--- config.mk ---
export PLATFORM = sky130hd
export DESIGN_NAME = rsd_datapath
export DESIGN_NICKNAME = d
export VERILOG_FILES = /design/src/rsd_pkg.sv /design/src/rsd_alu_if.sv /design/src/rsd_alu.sv /design/src/rsd_datapath.sv
export VERILOG_INCLUDE_DIRS = /design/src
export SDC_FILE = /design/constraint.sdc
export NUM_CORES = 1
export LEC_CHECK = 0
export ABC_AREA = 1
export BUFFER_PORTS_ARGS = -buffer_cell sky130_fd_sc_hd__buf_4
export CORE_ASPECT_RATIO = 0.6
export CORE_UTILIZATION = 31
export CTS_CLUSTER_DIAMETER = 60
export CTS_CLUSTER_SIZE = 10
export DETAILED_ROUTE_END_ITERATION = 16
export SYNTH_ARGS = -nofsm -noshare
export SYNTH_HDL_FRONTEND = slang
export SYNTH_HIERARCHICAL = 1
export SYNTH_SLANG_ARGS = --single-unit
--- constraint.sdc ---
create_clock -name clk -period 5.7 [get_ports clk]
set_input_delay 0.285 -clock clk [delete_from_list [all_inputs] [get_ports clk]]
set_output_delay 0.285 -clock clk [all_outputs]
set_load 0.02 [all_outputs]
--- src/rsd_consts.svh ---
`ifndef RSD_CONSTS_SVH
`define RSD_CONSTS_SVH

`define RSD_MSB        7
`define RSD_LSB        0
`define RSD_NIB_MSB    3
`define RSD_FLAG_RESET 1'h0
`define RSD_ZERO_BYTE  8'h00
`define RSD_ONE_BYTE   8'h01

`endif

--- src/rsd_pkg.sv ---
package rsd_pkg;

	typedef enum logic [3:0] {
		rotate_left_thru_carry_mem         = 4'h0,
		rotate_left_thru_carry_to_working  = 4'h1,
		rotate_right_mem                   = 4'h2,
		rotate_right_to_working            = 4'h3,
		rotate_right_thru_carry_mem        = 4'h4,
		rotate_right_thru_carry_to_working = 4'h5,
		subtract_with_borrow               = 4'h6,
		subtract_with_borrow_to_mem        = 4'h7,
		decrement_skip_if_zero             = 4'h8,
		decrement_skip_to_working          = 4'h9
	} rsd_op_t;

	typedef enum logic [0:0] {
		RSD_ST_EXEC  = 1'b0,
		RSD_ST_DUMMY = 1'b1
	} rsd_state_t;

endpackage

--- src/rsd_alu_if.sv ---
`timescale 1ns/1ps
`default_nettype none

interface rsd_alu_if;
	rsd_pkg::rsd_op_t op;
	logic [7:0]       mem_byte;
	logic [7:0]       acc_byte;
	logic             carry;
	logic [7:0]       result;
	logic             carry_next;
	logic             ac_next;
	logic             ov_next;
	logic             zero;
	logic             write_mem;
	logic             write_acc;
	logic             upd_carry;
	logic             upd_arith;
	logic             skip;

	modport core (output op, mem_byte, acc_byte, carry,
		input result, carry_next, ac_next, ov_next, zero,
		write_mem, write_acc, upd_carry, upd_arith, skip);
	modport alu (input op, mem_byte, acc_byte, carry,
		output result, carry_next, ac_next, ov_next, zero,
		write_mem, write_acc, upd_carry, upd_arith, skip);
endinterface

`default_nettype wire

--- src/rsd_alu.sv ---
`timescale 1ns/1ps
`default_nettype none
`include "rsd_consts.svh"

module rsd_alu (
	rsd_alu_if.alu a
);
	wire [7:0] m = a.mem_byte;
	wire [7:0] mem_inv = ~a.mem_byte;
	wire [8:0] sbc_sum = {1'b0, a.acc_byte} + {1'b0, mem_inv} + {8'h00, a.carry};
	wire [4:0] sbc_nib = {1'b0, a.acc_byte[`RSD_NIB_MSB:0]}
		+ {1'b0, mem_inv[`RSD_NIB_MSB:0]} + {4'h0, a.carry};
	wire [7:0] dec_val = m - `RSD_ONE_BYTE;

	wire is_rlc = (a.op == rsd_pkg::rotate_left_thru_carry_mem)
		|| (a.op == rsd_pkg::rotate_left_thru_carry_to_working);
	wire is_rr  = (a.op == rsd_pkg::rotate_right_mem)
		|| (a.op == rsd_pkg::rotate_right_to_working);
	wire is_rrc = (a.op == rsd_pkg::rotate_right_thru_carry_mem)
		|| (a.op == rsd_pkg::rotate_right_thru_carry_to_working);
	wire is_sbc = (a.op == rsd_pkg::subtract_with_borrow)
		|| (a.op == rsd_pkg::subtract_with_borrow_to_mem);
	wire is_dec = (a.op == rsd_pkg::decrement_skip_if_zero)
		|| (a.op == rsd_pkg::decrement_skip_to_working);

	// bit moves per rotate family
	wire [7:0] rlc_val = {m[`RSD_MSB-1:`RSD_LSB], a.carry};
	wire [7:0] rr_val  = {m[`RSD_LSB], m[`RSD_MSB:`RSD_LSB+1]};
	wire [7:0] rrc_val = {a.carry, m[`RSD_MSB:`RSD_LSB+1]};

	assign a.result = is_rlc ? rlc_val :
		is_rr  ? rr_val :
		is_rrc ? rrc_val :
		is_sbc ? sbc_sum[7:0] :
		dec_val;
	assign a.carry_next = is_rlc ? m[`RSD_MSB] :
		is_rrc ? m[`RSD_LSB] :
		is_sbc ? sbc_sum[8] :
		a.carry;
	assign a.ac_next   = sbc_nib[4];
	// overflow: operands of like sign giving a result of the other sign
	assign a.ov_next   = (a.acc_byte[`RSD_MSB] == mem_inv[`RSD_MSB])
		&& (sbc_sum[`RSD_MSB] != a.acc_byte[`RSD_MSB]);
	assign a.zero      = (a.result == `RSD_ZERO_BYTE);
	// working variants leave memory alone
	assign a.write_acc = (a.op == rsd_pkg::rotate_left_thru_carry_to_working)
		|| (a.op == rsd_pkg::rotate_right_to_working)
		|| (a.op == rsd_pkg::rotate_right_thru_carry_to_working)
		|| (a.op == rsd_pkg::subtract_with_borrow)
		|| (a.op == rsd_pkg::decrement_skip_to_working);
	assign a.write_mem = (is_rlc || is_rr || is_rrc || is_sbc || is_dec) && !a.write_acc;
	assign a.upd_carry = is_rlc || is_rrc || is_sbc;
	assign a.upd_arith = is_sbc;
	assign a.skip      = is_dec && (dec_val == `RSD_ZERO_BYTE);
endmodule

`default_nettype wire

--- src/rsd_datapath.sv ---
`timescale 1ns/1ps
`default_nettype none
`include "rsd_consts.svh"

module rsd_datapath (
	input  wire logic             clk,
	input  wire logic             nrst,
	input  wire logic             op_valid,
	input  wire rsd_pkg::rsd_op_t op_code,
	input  wire logic [7:0]       mem_rd_data,
	input  wire logic [7:0]       acc_rd_data,
	output logic                  op_ready,
	output logic                  mem_wr_en,
	output logic                  acc_wr_en,
	output logic [7:0]            wr_data,
	output logic                  carry_flag,
	output logic                  zero_flag,
	output logic                  aux_carry_flag,
	output logic                  overflow_flag,
	output logic                  skip_next
);
	rsd_alu_if alu_bus ();

	rsd_pkg::rsd_state_t state_reg;
	rsd_pkg::rsd_state_t state_next;
	logic       mem_wr_reg;
	logic       acc_wr_reg;
	logic [7:0] data_reg;
	logic       c_reg;
	logic       z_reg;
	logic       ac_reg;
	logic       ov_reg;
	logic       skip_reg;

	rsd_alu u_alu (
		.a (alu_bus)
	);

	wire take = op_valid && op_ready;

	assign alu_bus.op       = op_code;
	assign alu_bus.mem_byte = mem_rd_data;
	assign alu_bus.acc_byte = acc_rd_data;
	assign alu_bus.carry    = c_reg;

	// no new operation during the dummy cycle of a taken skip
	assign op_ready   = (state_reg == rsd_pkg::RSD_ST_EXEC);
	// dummy cycle lasts one clock, never chains
	always_comb begin
		case (state_reg)
			rsd_pkg::RSD_ST_EXEC: begin
				if (take && alu_bus.skip) begin
					state_next = rsd_pkg::RSD_ST_DUMMY;
				end else begin
					state_next = rsd_pkg::RSD_ST_EXEC;
				end
			end
			rsd_pkg::RSD_ST_DUMMY: begin
				state_next = rsd_pkg::RSD_ST_EXEC;
			end
			default: begin
				state_next = rsd_pkg::RSD_ST_EXEC;
			end
		endcase
	end

	assign mem_wr_en      = mem_wr_reg;
	assign acc_wr_en      = acc_wr_reg;
	assign wr_data        = data_reg;
	assign carry_flag     = c_reg;
	assign zero_flag      = z_reg;
	assign aux_carry_flag = ac_reg;
	assign overflow_flag  = ov_reg;
	assign skip_next      = skip_reg;

	always_ff @(posedge clk or negedge nrst) begin
		if (!nrst) begin
			state_reg  <= rsd_pkg::RSD_ST_EXEC;
			mem_wr_reg <= 1'b0;
			acc_wr_reg <= 1'b0;
			data_reg   <= `RSD_ZERO_BYTE;
			skip_reg   <= 1'b0;
		end else begin
			state_reg  <= state_next;
			mem_wr_reg <= take && alu_bus.write_mem;
			acc_wr_reg <= take && alu_bus.write_acc;
			skip_reg   <= take && alu_bus.skip;
			if (take) begin
				data_reg <= alu_bus.result;
			end
		end
	end

	// flags only move for the operations that own them
	always_ff @(posedge clk or negedge nrst) begin
		if (!nrst) begin
			c_reg  <= `RSD_FLAG_RESET;
			z_reg  <= `RSD_FLAG_RESET;
			ac_reg <= `RSD_FLAG_RESET;
			ov_reg <= `RSD_FLAG_RESET;
		end else begin
			if (take && alu_bus.upd_carry) begin
				c_reg <= alu_bus.carry_next;
			end
			if (take && alu_bus.upd_arith) begin
				z_reg  <= alu_bus.zero;
				ac_reg <= alu_bus.ac_next;
				ov_reg <= alu_bus.ov_next;
			end
		end
	end

	wire [8:0] chk_sbc = {1'b0, acc_rd_data} + {1'b0, ~mem_rd_data} + {8'h00, c_reg};
	wire [4:0] chk_nib = {1'b0, acc_rd_data[3:0]} + {1'b0, ~mem_rd_data[3:0]} + {4'h0, c_reg};
	// sign-extended sum: bits 8 and 7 disagree only on signed overflow
	wire [8:0] chk_ssum = {acc_rd_data[7], acc_rd_data} + {~mem_rd_data[7], ~mem_rd_data}
		+ {8'h00, c_reg};
endmodule

`default_nettype wire

==> summary.md, run 1 <==
| Metric | Value |
|---|---|
| Sequential power share | 0.355 |
| Die ar. | between 5000 and 6000 µm² |
| Measured slew at the worst slew-check pin | roughly 0.56 ns |
| Minimum clock period | 2.33 ns |
| Max transition margin | 0.628 |
| Initial DRC count | about 160 |
| MaxCap Viol Count | 0 |
| Cell internal pwr | 240 µW |
| Area of the multi-input gates | around 1000 µm² |
| # resized after CTS | 0 |
| Crit path required time | a little under 6 ns |
| WL met2 | roughly 1.7 mm |
| # H-tree levels | 1 |
| DIE WIDTH | roughly 96 µm |
| Cells after Synth | about 260 |
| DRT Pass-1 Iters | 4 |
| CTS clock-pin slew for the worst setup and hold paths | about 0.06 ns |
| Cell area after layout | 2010 µm² |
| Number of buffers added for setup after CTS | 0 |
| Clk Latency, worst-skew pair | 0.24 ns |
| Clock skew | between 0.0007 and 0.0008 ns |
| DRT antenna net count | 0 |
| Initial Utilization | 0.322 |
| Largest register FFs | 8 |
| Routed len/inst | around 13 µm |
| Num CTS Buffers | 3 |
| Fill count | ~580 |
| Clock Sinks | 16 |
| Net count reported at finish | approximately 340 |
| Status | completed |
| Final period utilization | 0.409 |
| Final setup violation count | 0 |
| Yosys Warn Count | 6 |
| Clock Power Share | 0.214 |
| Placer Congestion | a little over 0.9 |
| VDD IR max | between 80 and 90 µV |
| Yosys cell types | 29 |
| Post-Syn Nets | a little under 300 |
| All-Layer GR Usage | 0.182 |
| Arrival time worst endpoint | 2.51 ns |
| Sequential cell area fraction in the yosys report | 0.246 |
| Worst R2R Setup Slack | about 3.4 ns |
| Logic pwr share | 0.430 |
| Drt via density | between 4 and 5 |
| Area after DPL | a little under 2000 µm² |
| Setup_tns | 0 ns |
| Number of global-route vias before repair | 1586 |
| Sw Ratio | 0.380 |
| Highest Signal Layer | met3 |
| Crit. End Element | register |
| Initial antenna violation count | 0 |
| Routed WL | ~4.6 mm |
| Hold_ws | between 0.3 and 0.4 ns |
| Share of cells above drive strength 1 | 0.180 |
| Met1 wire length | ~2.7 mm |
| Mapped cell area | around 1600 µm² |
| Chip height | a little under 60 µm |
| Antenna Cells | 0 |
| Post-route DRC violation count | 0 |
| Area grow syn2layout | 23.4% |
| Syn_area_per_cell | about 6.2 µm² |
| Core box area | 5050 µm² |
| Flops & latches, synth | 16 |
| Max Fclk | approximately 0.43 GHz |
| Grt ovf | 0 |
| Vias | around 1800 |
| Fin. Hold Viols | 0 |
| Final HPWL DP | ~3.7 mm |
| Largest net degree at the start of global routing | 17 |
| Crit path kind | register to register |
| Root Buffer | clkbuf_8 |
| Switching Power | 147 µW |
| RSZ-0062 raised after global routing | false |
| First-pass GRT wire length | 7.70 mm |
| Reg area | about 400 µm² |
| CTS tree | built |
| Site Rows | 20 |
| Startpoint types | register |
| Pwr/cell area | 193 nW/µm² |
| Bufs on Longest Clock Path | 2 |
| Leakage | approximately 1.1 nW |
| Met3 wire length | roughly 270 µm |
| Slew Viols, Final | 0 |
| Buffers added on ports | 38 |
| Maximum net fanout on the critical path | 6 |
| Io pins | 39 |
| Hold crit path type | input pin to register |
[cells by family after synthesis]
| family | after synthesis | synth area share |
|---|---|---|
| adders and majority gates | 11 | 0.0938 |
| DFF | 16 | 0.246 |
| buffers and inverters | 47 | 0.123 |
| and+or+nand+nor | 160 | 0.432 |
| xor gates and xnor gates | 3 | 0.0161 |
| AOI/OAI and AO/OA | 25 | 0.0892 |
[cell usage in the layout (no fill, tap or decap), drive strengths merged]
cell / n
inv: 42
a22oi: 1
nand3b: 1
ha: 9
nand4: 8
clkbuf: 3
nor3b: 1
nor4: 1
dfrtp: 16
nand2: 90
o21ai: 4
clkinv: 1
nand3: 34
a21oi: 16
fa: 2
a221oi: 1
dlygate4sd3: 1
o22a: 1
a21boi: 1
buf: 38
xor2: 3
o21a: 1
or2: 1
nor2: 24
[power by group through the flow]
stage	sequential [mW]	clock, mW	combinational [mW]
after CTS	0.138	0.0849	0.167
after global placement	0.140	0	0.164
final	0.138	0.0830	0.167
after detailed placement	0.139	0	0.165
after floorplan	0.155	0	0.0872
after global routing	0.139	0.0894	0.187
[per-stage QoR]
step / utilization / setup WS (ns) / power (mW) / cells
detailed placement: 0.387 / 3.26 / 0.304 / 362
global route: 0.398 / 3.14 / 0.416 / 366
global placement: 0.387 / 3.29 / 0.304 / 362
finish: 0.398 / 3.37 / 0.387 / 366
floorplan: - / 3.60 / 0.242 / 262
CTS: 0.398 / 3.38 / 0.389 / 366
[final timing paths]
path	startpoint	endpoint	depth (start not counted)
setup / recovery	carry_flag$_DFFE_PN0P_	zero_flag$_DFFE_PN0P_	14
hold / removal	acc_rd_data[7]	overflow_flag$_DFFE_PN0P_	4
setup reg to reg	carry_flag$_DFFE_PN0P_	zero_flag$_DFFE_PN0P_	14
hold reg to reg	wr_data[4]$_DFFE_PN0N_	wr_data[4]$_DFFE_PN0N_	2
max in group asynchronous	nrst	wr_data[1]$_DFFE_PN0N_	2
min in group asynchronous	nrst	overflow_flag$_DFFE_PN0P_	2
[routing by layer]
metal  up-vias  global-route usage
met5         -                   0
met1       783               0.304
met3         0              0.0394
met2        54               0.244
li1        919                   -
met4         0                   0
[critical path, stage by stage, from the launching register on]
cell,delay [ns]
dfrtp_1,0.48
fa_1,0.23
inv_1,0.05
fa_1,0.42
inv_1,0.13
nand2_1,0.08
nand2_1,0.10
nand2_1,0.06
nand3_1,0.07
nand3_1,0.08
a21oi_1,0.19
nand3_1,0.10
nor2_1,0.09
nand4_1,0.09
nand2_1,0.09
[final cells by class]
| cell class | instances | area share |
|---|---|---|
| sequential | 16 | 0.199 |
| tap | 66 | 0.0411 |
| multi-input combinational | 199 | 0.511 |
| inverter | 43 | 0.0809 |
| clock buffer | 3 | 0.0205 |
| timing repair buffer | 39 | 0.147 |
[repair_timing]
action | CTS | global route
hold buffers | 1 | 0
endpoints found under the setup margin | 0 | 0
hold endpoints to repair | 16 | 0
[Yosys cell counts]
library cell,instances,area [µm²]
a21boi_0,1,7.51
a21oi_1,15,75.1
a21oi_2,1,8.76
a221oi_1,1,8.76
a22oi_1,1,7.51
buf_4,2,15.0
buf_6,2,22.5
clkinv_2,1,5.00
dfrtp_1,16,400
fa_1,2,40.0
ha_1,9,113
inv_1,40,150
inv_2,2,7.51
nand2_1,87,327
nand2_2,2,12.5
nand2_4,1,11.3
nand3_1,32,160
nand3_2,2,20.0
nand3b_1,1,7.51
nand4_1,8,50.1
nor2_1,22,82.6
nor2_2,2,12.5
nor3b_1,1,7.51
nor4_1,1,6.26
o21a_1,1,7.51
o21ai_0,4,20.0
o22a_2,1,10.0
or2_2,1,6.26
xor2_1,3,26.3
Power figures use the tool's default switching activity.
==> inputs of run 2 (changes only) <==
--- a/config.mk
+++ b/config.mk
@@ -6,7 +6,7 @@
 export SDC_FILE = /design/constraint.sdc
 export NUM_CORES = 1
 export LEC_CHECK = 0
-export ABC_AREA = 1
+export ABC_AREA = 0
 export BUFFER_PORTS_ARGS = -buffer_cell sky130_fd_sc_hd__buf_4
 export CORE_ASPECT_RATIO = 0.6
 export CORE_UTILIZATION = 31
==> constraint.sdc (replaced) <==
create_clock -name clk -period 1.9 [get_ports clk]
set_input_delay 0.095 -clock clk [delete_from_list [all_inputs] [get_ports clk]]
set_output_delay 0.095 -clock clk [all_outputs]
set_load 0.02 [all_outputs]
==> summary.md, run 2 <==
| Metric | Value |
|---|---|
| Sequential cell area fraction in the yosys report | 0.251 |
| WL met2 | a little under 2 mm |
| Final period utilization | 1.28 |
| Max Fclk | about 0.41 GHz |
| Startpoint types | register |
| Bufs on Longest Clock Path | 2 |
| Commonest cells post-synth | dfrtp_1, inv_1, o21ai_0 |
| Mapped cell area | 1600 µm² |
| Initial antenna violation count | 0 |
| Vias | between 1500 and 2000 |
| All-Layer GR Usage | 0.195 |
| Setup_tns | -3.17 ns |
| Share of cells above drive strength 1 | 0.486 |
| CTS tree | built |
| Max transition margin | 0.624 |
| Arrival time worst endpoint | approximately 2.6 ns |
| Routed len/inst | 16.2 µm |
| Commonest non-fill, non-tap cell in the layout | buf_4 |
| CTS clock-pin slew for the worst setup and hold paths | 0.07 ns |
| RSZ-0062 raised after global routing | true |
| Io pins | 39 |
| VDD IR max | around 440 µV |
| Power Total | between 1.5 and 2 mW |
| Drt via density | around 5.2 |
| Antenna Cells | 0 |
| Ranking of synthesized cells by area | dfrtp_1, mux2_4, ha_1 |
| Num CTS Buffers | 3 |
| MaxCap Viol Count | 0 |
| Met1 wire length | approximately 2.6 mm |
| Post-route DRC violation count | 0 |
| Pwr/cell area | 647 nW/µm² |
| Post-synth top area cell | dfrtp_1 |
| Root Buffer | clkbuf_8 |
| Met3 wire length | 423 µm |
| Status | finished with violations |
| Placer Congestion | approximately 0.85 |
| Number of global-route vias before repair | 1543 |
| DRT antenna net count | 0 |
| Routed WL | 4.98 mm |
| CP max-delay cell | dfrtp_2 |
| Site Rows | 19 |
| Chip height | roughly 58 µm |
| Clk Latency, worst-skew pair | approximately 0.25 ns |
| Pre-CTS worst setup slack | -0.506 ns |
| Worst-path cell chain | fa_2, buf_6, a211oi_4, buf_4, o21ai_0, a21oi_2, o21ai_2, o211ai_1, nor4_2, mux2_4 |
| # H-tree levels | 1 |
| First-pass GRT wire length | between 8 and 9 mm |
| Worst path buffer plus inverter count | 2 |
| Yosys Warn Count | 6 |
| Measured slew at the worst slew-check pin | 0.564 ns |
| Core box area | about 4800 µm² |
| Crit path required time | 2.04 ns |
| WHS Path Cells | 2 |
| DRT Pass-1 Iters | 4 |
| Utilization after layout | 0.494 |
| Buffers added on ports | 38 |
| Crit. path cell count | 10 |
| Main synth FF type | dfrtp_1 |
| Initial Utilization | 0.336 |
| Net count reported at finish | between 200 and 300 |
| Post-synth top area share | 0.251 |
| DIE WIDTH | about 95 µm |
| Post-Syn Nets | 210 |
| Leakage | roughly 1.1 nW |
| Final HPWL DP | about 3.9 mm |
| Max stage delay on crit path | ~0.43 ns |
| Minimum clock period | 2.43 ns |
| Most frequent cells in the layout | buf_4, dfrtp_1, inv_1 |
| Fin. Hold Viols | 0 |
| Worst setup margin | -0.528 ns |
| Async SR Flop Fraction | 1.00 |
| Area after DPL | ~2200 µm² |
| Slew Viols, Final | 0 |
| Largest register FFs | 8 |
| Largest net degree at the start of global routing | 17 |
| Worst Reg-to-Reg Cells | 10 |
| Count leader, synth | dfrtp_1 |
| Highest Signal Layer | met4 |
| Die ar. | 5450 µm² |
| Post-Place Cells | 300 |
| Yosys cell types | 51 |
| Clock Sinks | 16 |
| Initial DRC count | 136 |
| Cells after Synth | roughly 180 |
| Syn_area_per_cell | approximately 9.1 µm² |
| Hold_ws | approximately 0.16 ns |
| Failing checks | setup timing |
| Area grow syn2layout | 46.9% |
| Post-synth EDFFs | 0 |
| Cell area after layout | 2350 µm² |
| Flops & latches, synth | 16 |
| Final non-filler cell total | slightly above 300 |
| Hold crit path type | input pin to register |
| Critical path's top delay family | compound AO/OA/AOI/OAI gates |
| Maximum net fanout on the critical path | 3 |
| Crit path kind | register to register |
| Clock skew | around 0.0073 ns |
| Final setup violation count | 9 |
| Crit. End Element | register |
| Grt ovf | 0 |
run 2: changes by cell type after synthesis, moves of 7 or more:
cell	previous run	this run
nand4_1	8	1
xnor2_1	0	9
nand3_1	32	3
nand2_1	87	8
nor2_1	22	10
inv_1	40	14
o21ai_0	4	13
mux2_4	0	8
run 2: repair_timing:
action,CTS,global route
buffers inserted,1,3
hold endpoints to repair,16,0
pin swaps,14,6
gates resized for setup,17,4
hold buffers,1,0
endpoints found under the setup margin,9,11
run 2: final cells by class:
cell class,instances,area [µm²]
clock buffer,4,55.1
sequential,16,402
timing repair buffer,72,551
fill,484,2410
tap,63,78.8
multi-input combinational,138,1200
inverter,15,56.3
run 2: cells by family (layout without fill, tap and decap cells):
| group | Yosys count | count (layout) | share of synthesized area |
|---|---|---|---|
| buf+inv | 22 | 91 | 0.0619 |
| mux | 18 | 18 | 0.142 |
| xor+xnor | 12 | 12 | 0.0705 |
| simple gates | 52 | 52 | 0.182 |
| flops | 16 | 16 | 0.251 |
| fa+ha+maj | 12 | 12 | 0.102 |
| compound gates | 44 | 44 | 0.192 |
run 2: power breakdown:
group / total, mW / internal (mW) / switching, mW
combinational: 0.788 / 0.400 / 0.388
sequential: 0.429 / 0.394 / 0.0344
clock: 0.302 / 0.184 / 0.119
total: 1.52 / 0.978 / 0.541
run 2: path summary, 6_finish.rpt:
kind / from / slack (ns) / to
worst max-delay path: carry_flag$_DFFE_PN0P_ / -0.53 / zero_flag$_DFFE_PN0P_
worst min-delay path: op_valid / 0.16 / state_reg$_DFF_PN0_
worst max register to register: carry_flag$_DFFE_PN0P_ / -0.53 / zero_flag$_DFFE_PN0P_
worst min register to register: wr_data[0]$_DFFE_PN0N_ / 0.51 / wr_data[0]$_DFFE_PN0N_
max in group asynchronous: nrst / 1.46 / carry_flag$_DFFE_PN0P_
min in group asynchronous: nrst / 0.24 / wr_data[1]$_DFFE_PN0N_
run 2: per-layer routing:
metal / global-route usage / vias up
li1: - / 767
met1: 0.318 / 749
met2: 0.257 / 94
met3: 0.0459 / 5
met4: 0.0303 / 0
met5: 0 / -
